==> config.mk <==
export PLATFORM = sky130hd
export DESIGN_NAME = vin_lockout_and_output_ov_protect
export DESIGN_NICKNAME = d
export VERILOG_FILES = /design/src/hw/vin_protect_pkg.sv /design/src/hw/cmp_edge_flag.sv /design/src/hw/vin_lockout_and_output_ov_protect.sv
export SDC_FILE = /design/constraint.sdc
export NUM_CORES = 1
export LEC_CHECK = 0
export BUFFER_PORTS_ARGS = -buffer_cell sky130_fd_sc_hd__buf_4
export CAP_MARGIN = 20
export CORE_ASPECT_RATIO = 0.5
export CORE_MARGIN = 5
export CORE_UTILIZATION = 56
export DETAILED_ROUTE_END_ITERATION = 16
export GPL_TIMING_DRIVEN = 1
export PLACE_DENSITY = 0.94
export SYNTH_ARGS = -nofsm -noshare
export SYNTH_HDL_FRONTEND = slang
export SYNTH_SLANG_ARGS = --single-unit
==> constraint.sdc <==
create_clock -name clock_i -period 1.6 [get_ports clock_i]
set_input_delay 0.16 -clock clock_i [delete_from_list [all_inputs] [get_ports clock_i]]
set_output_delay 0.16 -clock clock_i [all_outputs]
set_load 0.01 [all_outputs]
==> src/hw/vin_protect_pkg.sv <==
// Constants and carrier types for the input lockout and output overvoltage protection block.
// Assumes the register port of the host processor synchronous to clock_i; comparator levels may be asynchronous to it.
package vin_protect_pkg;

   localparam int unsigned ADDR_W = 4;
   localparam int unsigned DATA_W = 8;

   // Register indices on the plain register port
   localparam logic [3:0] ADDR_LOCKOUT_CTRL = 4'h0;
   localparam logic [3:0] ADDR_UV_THRESH = 4'h1;
   localparam logic [3:0] ADDR_OV_THRESH = 4'h2;
   localparam logic [3:0] ADDR_OUT_OV_CTRL = 4'h3;
   localparam logic [3:0] ADDR_OUT_OV_REF = 4'h4;
   localparam logic [3:0] ADDR_IRQ_FLAGS = 4'h5;

   // Input lockout control field positions
   localparam int unsigned UV_EN_BIT = 7;
   localparam int unsigned UV_STAT_BIT = 6;
   localparam int unsigned UV_RISE_BIT = 5;
   localparam int unsigned UV_FALL_BIT = 4;
   localparam int unsigned OV_EN_BIT = 3;
   localparam int unsigned OV_STAT_BIT = 2;
   localparam int unsigned OV_RISE_BIT = 1;
   localparam int unsigned OV_FALL_BIT = 0;

   // Output overvoltage control uses the same low nibble layout
   localparam int unsigned OOV_EN_BIT = 3;
   localparam int unsigned OOV_STAT_BIT = 2;
   localparam int unsigned OOV_RISE_BIT = 1;
   localparam int unsigned OOV_FALL_BIT = 0;
   localparam int unsigned OOV_CTRL_W = 4;
   localparam logic [3:0] OOV_CTRL_RESET = 4'h0;

   // Interrupt flag register positions; write one to clear
   localparam int unsigned UV_FLAG_BIT = 0;
   localparam int unsigned IOV_FLAG_BIT = 1;
   localparam int unsigned OOV_FLAG_BIT = 2;

   localparam int unsigned CODE_W = 6;
   localparam int unsigned REF_W = 8;

   localparam logic [7:0] CTRL_RESET = 8'h00;
   localparam logic [5:0] CODE_RESET = 6'h00;
   localparam logic [7:0] REF_RESET = 8'h00;
   localparam logic [7:0] READ_ZERO = 8'h00;

   // Three comparators: undervoltage, input overvoltage, output overvoltage
   localparam int unsigned CMP_N = 3;
   localparam int unsigned CMP_UV = 0;
   localparam int unsigned CMP_IOV = 1;
   localparam int unsigned CMP_OOV = 2;

   typedef struct packed {
      logic [3:0] addr;
      logic [7:0] wdata;
      logic wr;
      logic rd;
   } reg_req_s;

   typedef struct packed {
      logic primary_gate_drive;
      logic secondary_gate_drive;
   } gate_s;

endpackage

==> src/hw/cmp_edge_flag.sv <==
// One comparator channel: two-flop synchroniser, edge detector and sticky interrupt flag.
// Assumes the comparator level may be asynchronous to clock_i and clear is a one-cycle pulse.
`timescale 1ns/1ps
`default_nettype none
module cmp_edge_flag
   import vin_protect_pkg::*;
(
   input wire logic clock_i,
   input wire logic rst_b_i,
   input wire logic cmp_i,
   input wire logic rise_en_i,
   input wire logic fall_en_i,
   input wire logic clear_i,
   output logic level_o,
   output logic flag_o
);

   typedef struct packed {
      logic meta;
      logic sync;
      logic prev;
      logic flag;
   } chan_s;

   chan_s state;
   chan_s next_state;
   logic hit;

   always_comb
   begin
      next_state = state;
      next_state.meta = cmp_i;
      next_state.sync = state.meta;
      next_state.prev = state.sync;
      // Compare against last clock's synced value so each transition fires once
      hit = (rise_en_i && state.sync && !state.prev) || (fall_en_i && !state.sync && state.prev);
      // Set beats a same-cycle clear so no edge is lost
      if (hit)
      begin
         next_state.flag = 1'b1;
      end
      else if (clear_i)
      begin
         next_state.flag = 1'b0;
      end
   end

   always_ff @(posedge clock_i or negedge rst_b_i)
   begin
      if (!rst_b_i)
      begin
         state <= '0;
      end
      else
      begin
         state <= next_state;
      end
   end

   assign level_o = state.sync;
   assign flag_o = state.flag;

endmodule
`default_nettype wire

==> src/hw/vin_lockout_and_output_ov_protect.sv <==
// Input under/overvoltage lockout and output overvoltage protection with its registers.
// Assumes analog comparators and DACs live outside; thresholds go out as codes, trip levels come back in.
//
// Design decisions made here: the register addresses and the plain strobed port.
`timescale 1ns/1ps
`default_nettype none
module vin_lockout_and_output_ov_protect
   import vin_protect_pkg::*;
(
   input wire logic clock_i,
   input wire logic rst_b_i,
   input wire logic [3:0] reg_addr_i,
   input wire logic [7:0] reg_wdata_i,
   input wire logic reg_wr_i,
   input wire logic reg_rd_i,
   output logic [7:0] reg_rdata_o,
   input wire logic uv_cmp_i,
   input wire logic iov_cmp_i,
   input wire logic oov_cmp_i,
   input wire logic pwm_primary_i,
   input wire logic pwm_secondary_i,
   output logic [5:0] undervoltage_code_o,
   output logic [5:0] input_overvoltage_code_o,
   output logic [7:0] output_overvoltage_reference_o,
   output logic primary_gate_drive_o,
   output logic secondary_gate_drive_o,
   output logic undervoltage_irq_flag_o,
   output logic input_overvoltage_irq_flag_o,
   output logic output_overvoltage_irq_flag_o
);

   typedef struct packed {
      logic [7:0] lockout_ctrl;
      logic [5:0] uv_code;
      logic [5:0] ov_code;
      logic [OOV_CTRL_W-1:0] oov_ctrl;
      logic [7:0] oov_ref;
      logic [7:0] rdata;
      gate_s gate;
   } top_s;

   top_s state;
   top_s next_state;
   reg_req_s req;
   logic [CMP_N-1:0] cmp_raw;
   logic [CMP_N-1:0] cmp_level;
   logic [CMP_N-1:0] cmp_flag;
   logic [CMP_N-1:0] rise_en;
   logic [CMP_N-1:0] fall_en;
   logic [CMP_N-1:0] flag_clear;
   logic [7:0] ctrl_view;
   logic [7:0] oov_view;
   logic uv_trip;
   logic iov_trip;
   logic oov_trip;

   assign req = '{addr: reg_addr_i, wdata: reg_wdata_i, wr: reg_wr_i, rd: reg_rd_i};

   // Comparator senses: UV high when below level output OV high when sense exceeds DAC
   assign cmp_raw[CMP_UV] = uv_cmp_i;
   assign cmp_raw[CMP_IOV] = iov_cmp_i;
   assign cmp_raw[CMP_OOV] = oov_cmp_i;

   // Edge selects are independent of the enable bits and of any global gate
   assign rise_en[CMP_UV] = state.lockout_ctrl[UV_RISE_BIT];
   assign fall_en[CMP_UV] = state.lockout_ctrl[UV_FALL_BIT];
   assign rise_en[CMP_IOV] = state.lockout_ctrl[OV_RISE_BIT];
   assign fall_en[CMP_IOV] = state.lockout_ctrl[OV_FALL_BIT];
   assign rise_en[CMP_OOV] = state.oov_ctrl[OOV_RISE_BIT];
   assign fall_en[CMP_OOV] = state.oov_ctrl[OOV_FALL_BIT];

   // Only the flag register clears flags, by writing ones
   assign flag_clear[CMP_UV] = req.wr && (req.addr == ADDR_IRQ_FLAGS) && req.wdata[UV_FLAG_BIT];
   assign flag_clear[CMP_IOV] = req.wr && (req.addr == ADDR_IRQ_FLAGS) && req.wdata[IOV_FLAG_BIT];
   assign flag_clear[CMP_OOV] = req.wr && (req.addr == ADDR_IRQ_FLAGS) && req.wdata[OOV_FLAG_BIT];

   genvar g;
   generate
      for (g = 0; g < CMP_N; g++)
      begin : g_chan
         cmp_edge_flag u_chan (
            .clock_i(clock_i),
            .rst_b_i(rst_b_i),
            .cmp_i(cmp_raw[g]),
            .rise_en_i(rise_en[g]),
            .fall_en_i(fall_en[g]),
            .clear_i(flag_clear[g]),
            .level_o(cmp_level[g]),
            .flag_o(cmp_flag[g])
         );
      end
   endgenerate

   // Status bits follow the live comparator, so they clear on recovery
   always_comb
   begin
      ctrl_view = state.lockout_ctrl;
      ctrl_view[UV_STAT_BIT] = cmp_level[CMP_UV];
      ctrl_view[OV_STAT_BIT] = cmp_level[CMP_IOV];
      oov_view = READ_ZERO;
      oov_view[OOV_CTRL_W-1:0] = state.oov_ctrl;
      oov_view[OOV_STAT_BIT] = cmp_level[CMP_OOV];
   end

   assign uv_trip = state.lockout_ctrl[UV_EN_BIT] && cmp_level[CMP_UV];
   assign iov_trip = state.lockout_ctrl[OV_EN_BIT] && cmp_level[CMP_IOV];
   assign oov_trip = state.oov_ctrl[OOV_EN_BIT] && cmp_level[CMP_OOV];

   always_comb
   begin
      next_state = state;
      if (req.wr)
      begin
         unique case (req.addr)
            ADDR_LOCKOUT_CTRL:
            begin
               // Status positions are read-only; the stored copies stay zero
               next_state.lockout_ctrl = req.wdata;
               next_state.lockout_ctrl[UV_STAT_BIT] = 1'b0;
               next_state.lockout_ctrl[OV_STAT_BIT] = 1'b0;
            end
            ADDR_UV_THRESH:
            begin
               next_state.uv_code = req.wdata[CODE_W-1:0];
            end
            ADDR_OV_THRESH:
            begin
               next_state.ov_code = req.wdata[CODE_W-1:0];
            end
            ADDR_OUT_OV_CTRL:
            begin
               next_state.oov_ctrl = req.wdata[OOV_CTRL_W-1:0];
               next_state.oov_ctrl[OOV_STAT_BIT] = 1'b0;
            end
            ADDR_OUT_OV_REF:
            begin
               next_state.oov_ref = req.wdata;
            end
            default:
            begin
               next_state.oov_ref = state.oov_ref;
            end
         endcase
      end
      next_state.rdata = READ_ZERO;
      if (req.rd)
      begin
         unique case (req.addr)
            ADDR_LOCKOUT_CTRL:
            begin
               next_state.rdata = ctrl_view;
            end
            ADDR_UV_THRESH:
            begin
               next_state.rdata = {{(DATA_W-CODE_W){1'b0}}, state.uv_code};
            end
            ADDR_OV_THRESH:
            begin
               next_state.rdata = {{(DATA_W-CODE_W){1'b0}}, state.ov_code};
            end
            ADDR_OUT_OV_CTRL:
            begin
               next_state.rdata = oov_view;
            end
            ADDR_OUT_OV_REF:
            begin
               next_state.rdata = state.oov_ref;
            end
            ADDR_IRQ_FLAGS:
            begin
               next_state.rdata = {{(DATA_W-CMP_N){1'b0}}, cmp_flag};
            end
            default:
            begin
               next_state.rdata = READ_ZERO;
            end
         endcase
      end
      // Output overvoltage wins: secondary held on to clamp the output
      if (oov_trip)
      begin
         next_state.gate.primary_gate_drive = 1'b0;
         next_state.gate.secondary_gate_drive = 1'b1;
      end
      else if (uv_trip || iov_trip)
      begin
         next_state.gate.primary_gate_drive = 1'b0;
         next_state.gate.secondary_gate_drive = 1'b0;
      end
      else
      begin
         next_state.gate.primary_gate_drive = pwm_primary_i;
         next_state.gate.secondary_gate_drive = pwm_secondary_i;
      end
   end

   always_ff @(posedge clock_i or negedge rst_b_i)
   begin
      if (!rst_b_i)
      begin
         state.lockout_ctrl <= CTRL_RESET;
         state.uv_code <= CODE_RESET;
         state.ov_code <= CODE_RESET;
         state.oov_ctrl <= OOV_CTRL_RESET;
         state.oov_ref <= REF_RESET;
         state.rdata <= READ_ZERO;
         state.gate <= '0;
      end
      else
      begin
         state <= next_state;
      end
   end

   assign reg_rdata_o = state.rdata;
   assign undervoltage_code_o = state.uv_code;
   assign input_overvoltage_code_o = state.ov_code;
   assign output_overvoltage_reference_o = state.oov_ref;
   assign primary_gate_drive_o = state.gate.primary_gate_drive;
   assign secondary_gate_drive_o = state.gate.secondary_gate_drive;
   assign undervoltage_irq_flag_o = cmp_flag[CMP_UV];
   assign input_overvoltage_irq_flag_o = cmp_flag[CMP_IOV];
   assign output_overvoltage_irq_flag_o = cmp_flag[CMP_OOV];

endmodule
`default_nettype wire

* After elaboration in Yosys (flattened, before gate mapping) *
Cells that the tools add are included.

storage, ports and cells
  bits in registers = 51
  input bits = 21
  output and inout port bits = 33
  logic and storage cells = 73

cells by class
  equality and inequality tests = 5
  mux-type cells = 10
  reductions and logical operators = 38

operators with widths
  operator                                                                count
  8-bit case mux with 6 select lines                                      1
  1-bit logical AND                                                       19
  2-bit AND reduction                                                     5
  4-bit by 2-bit equality test with 1-bit output (second input constant)  2
  4-bit by 3-bit equality test with 1-bit output (second input constant)  2
  8-bit 2-to-1 mux                                                        1
  1-bit logical NOT                                                       6
  1-bit 2-to-1 mux                                                        6
  2-bit nonzero test                                                      3
  4-bit by 1-bit equality test with 1-bit output (second input constant)  1
  4-bit logical NOT                                                       1
  1-bit logical OR                                                        4
  2-bit 2-to-1 mux                                                        2

* Longest topological paths before layout *
  depth in word-level cells = 5
  depth in mapped cells = 5
  mapped depth without buffers = 3

* Hierarchy *
A second synthesis with hierarchy kept.

second synthesis, totals
  cell total of the unflattened synthesis = 154
  area, all modules = 2230.9 um^2

by module, submodules not included
  module                             times used  cells each  area an instance (um^2)  seq. area each (um^2)
  vin_lockout_and_output_ov_protect  1           130         1840.5                   975.9
  cmp_edge_flag                      3           8           130.1                    100.1

* Worst setup path before layout *
Ideal clock, no wire load.

  path type = input port to flip-flop
  start point = in reg_addr_i[3]
  end point = reg state, in the netlist fall_en[2]
  library setup time = 0.125 ns
  data arrival time = 1.159 ns
  data required time = 1.475 ns
  slack = 0.317 ns
  cell stages on the path = 4
  buffers on the path = 1
  path through = buf_2 > nor3b_2 > and3_1 > mux2_2

on the way
  longest elaborated chain between the ends = 2

RTL lines
  item                                            line                                      text
  start: declaration                              vin_lockout_and_output_ov_protect.sv:12   input wire logic [3:0] reg_addr_i,
  4-bit by 2-bit equality test with 1-bit output  vin_lockout_and_output_ov_protect.sv:114  unique case (req.addr)
  2-bit AND reduction (no line)                   -
  end signal: assignment                          vin_lockout_and_output_ov_protect.sv:211  state <= next_state;
  end: declaration                                vin_lockout_and_output_ov_protect.sv:42   top_s state;

Every way passes these cells.
A chain may end at the register's enable or synchronous reset.

* Worst setup path in the final report *
  start point = in reg_addr_i[1]
  end point = reg state, in the netlist undervoltage_code_o[4]

on the way
  longest elaborated chain between the ends = 2

RTL lines
  item                                            line
  4-bit by 1-bit equality test with 1-bit output  vin_lockout_and_output_ov_protect.sv:114
  2-bit AND reduction (no line)                   -

Every way passes these cells.

==> results.md <==
* Routed Antenna Nets at 0
* Unrepaired setup endpoints after global routing: no
* Clock transition at path regs at 0.09 ns
* CTS Buf Count at 5
* Worst setup EP type: register
* Setup WS pre-CTS at 0.174 ns
* Crit path launch: reg_addr_i[1]
* Reg-to-reg endpoint: reg_rdata_o[4]$_DFF_PN0_
* Post-route DRC at 0
* Syn nets at 178
* Tightest Pin Transition at 0.640 ns
* Syn Std Cell Area at 0.00218 mm^2
* Post-CTS setup buffer count at 0
* Commonest non-fill, non-tap cells in the layout: buf_4, dfrtp_1, mux2_2
* Design area at 0.00278 mm^2
* Iter 0 DRT Violations at 98
* Period utilization at 0.738
* Startpoint Class: input port
* Max-slew headroom at 0.573
* WP data arrival at 1.36 ns
* Initial antenna violation count at 0
* Final worst setup slack at 0.420 ns
* Synth Area in Adders at 0
* Antenna Diode Count at 0
* Sequential element share of the synthesized area at 0.585
* Setup Skew at 0.00234 ns
* Gr usage total at 0.206
* Clk sink count at 51
* CTS max path bufs at 2
* Die width at 98.3 um
* Clock root buffer: clkbuf_8
* Crit-path max cell delay at 0.42 ns
* Slew Limit Fails at 0
* Share of cells above drive strength 1 at 0.502
* Worst-case vdd ir drop at 0.000672 V
* Buf/Inv on CP at 1
* Site Rows at 16
* Area grow syn2layout at 27.2%
* CTS tree: yes
* Synth Warn # at 0
* Worst EP required at 1.78 ns
* Die span in y at 54.2 um
* Timing endpoint of the critical path: undervoltage_code_o[4]$_DFFE_PN0P_
* R2R Setup Slk at 0.49 ns
* Nets at 239
* Critical path's top delay family: simple AND/OR/NAND/NOR gates
* Vias/cell at 5.58
* Crit path depth at 4
* Final GP Congestion at 0.889
* Main combinational cell family by area after synthesis: multiplexers
* Filler cell count at 240
* Placement Cell Area at 0.00262 mm^2
* Final WL at 5240 um
* Crit Path Max Fanout at 8
* Pwr/cell area at 1200 mW/mm^2
* Status: complete, no violations
* Port bufs at 53
* Multiplexer share of the synthesized area at 0.236
* Post-synthesis xor/xnor area fraction at 0
* Crit path kind: input port to register
* Leak pwr at 1.29 nW
* Post-Route Setup TNS at 0 ns
* DRT Pass-1 Iters at 4
* Mean Syn Cell Area at 13.9 um^2
* Core area at 0.00382 mm^2
* #FFs+latches synth at 51
* Post-Syn Instances at 157
* Achievable Freq at 847 MHz
* Top cells by area, synth: dfrtp_1, mux2_2, mux2_4
* Drt wl/cell at 19.2 um
* IO Pins at 54
* Setup-failing EPs final at 0
* H-tree levels at 2
* Initial Util at 0.571
* Post-layout min period at 1.18 ns
* Worst reg2reg path depth at 3
* CTS resizes at 0
* Yosys top cell by area: dfrtp_1
* Worst-skew pair later-pin latency at 0.29 ns
* Yosys cell types at 26
* Largest net degree at the start of global routing at 52
* Crit-path slowest cell: and2_1
* Total grt overflow at 0
* Final HPWL DP at 3640 um
* Commonest non-fill, non-tap cell in the layout: buf_4
* Type of the worst min-delay path: input port to register
* Vias in the first global route at 1625
* Hold Fails Final Rpt at 0
* Simple-gate share of the synthesized area at 0.101
* Post-synthesis compound-gate area fraction at 0.0579
* First-pass GRT wire length at 8290 um
* Top-area cell type share of the netlist area at 0.585
* Max-Cap Viols at 0
* Die area at 0.00532 mm^2
* Worst flop-to-flop path startpoint: output_overvoltage_reference_o[4]$_DFFE_PN0P_
* Cells along the critical path: buf_4, and3b_1, and2_1, mux2_4
* Via count at 1524
-- worst min-delay path: stages --
cell     delay (ns)
buf_4          0.08
nand2_1        0.04
nand2_1        0.06
-- worst min path at each step --
| stage | endpoint | startpoint | cells past startpoint |
|---|---|---|---|
| 2_1_floorplan | ctrl_view[0]$_DFFE_PN0P_ | rst_b_i | 0 |
| 3_5_place_dp | g_chan[1].u_chan.next_state[2]$_DFF_PN0_ | rst_b_i | 1 |
| 5_1_grt | secondary_gate_drive_o$_DFF_PN0_ | pwm_secondary_i | 3 |
| 4_1_cts | secondary_gate_drive_o$_DFF_PN0_ | pwm_secondary_i | 3 |
| 3_3_place_gp | g_chan[1].u_chan.next_state[2]$_DFF_PN0_ | rst_b_i | 1 |
| 6_report | secondary_gate_drive_o$_DFF_PN0_ | pwm_secondary_i | 3 |
-- flip-flops by register name, summed over array words and instances, names as in the netlist, 6 cells and up --
signal,count
ctrl_view,6
input_overvoltage_code_o,6
output_overvoltage_reference_o,8
reg_rdata_o,8
undervoltage_code_o,6
-- through the flow --
stage          total power, W   util  instances  hold slack, ns
2_1_floorplan         0.00204      -        157          -0.136
3_3_place_gp          0.00239  0.685        261           0.207
3_5_place_dp          0.00243  0.685        261           0.220
4_1_cts               0.00335  0.726        273          0.0701
5_1_grt               0.00348  0.726        273          0.0788
6_report              0.00334  0.726        273          0.0739
-- power by group --
group | internal, W | switching, W
clock | 0.000506 | 0.000406
combinational | 0.000452 | 0.000314
sequential | 0.00149 | 0.000167
-- cell usage after synthesis --
library cell / n
nand3_1: 4
buf_6: 3
and2b_1: 1
nor4b_4: 1
nand2_1: 16
and3b_1: 1
and2_1: 1
nor3b_1: 2
nor3b_2: 1
nor3_1: 1
o22ai_1: 3
a21oi_1: 6
nand2_2: 2
and3_1: 2
mux2_4: 6
mux2i_1: 2
nor3_2: 1
nand3b_1: 1
nand4b_1: 1
mux2_2: 36
a21o_1: 3
a32oi_1: 2
buf_2: 2
dfrtp_1: 51
a22oi_1: 5
nor2_1: 3
-- kinds of logic (layout without fill, tap and decap cells) --
family	after synthesis	after routing
compound gates	19	19
mux	44	44
simple gates	38	38
buf+inv	5	67
flops	51	51
-- layout make-up --
cell class / count / area, um^2 / share of cell area
repair buffers: 59 / 453 / 0.163
multi-input cells: 101 / 863 / 0.311
clock inverters: 2 / 35.0 / 0.0126
flip-flops and latches: 51 / 1280 / 0.459
clock buffers: 6 / 82.6 / 0.0297
well taps: 54 / 67.6 / 0.0243
-- what timing repair did --
| item | CTS | global route |
|---|---|---|
| hold endpoints to repair | 54 | 0 |
| hold buffers | 4 | 0 |
| setup endpoints to repair | 0 | 0 |
-- layer usage --
| layer | vias up | global-route usage | wire (um) |
|---|---|---|---|
| met4 | 0 | 0.0658 | 70 |
| met5 | - | 0 | 0 |
| met1 | 778 | 0.248 | 2140 |
| met2 | 52 | 0.379 | 2730 |
| met3 | 8 | 0.0466 | 294 |
| li1 | 686 | - | - |
No activity file was read; power rests on OpenSTA's default activity.
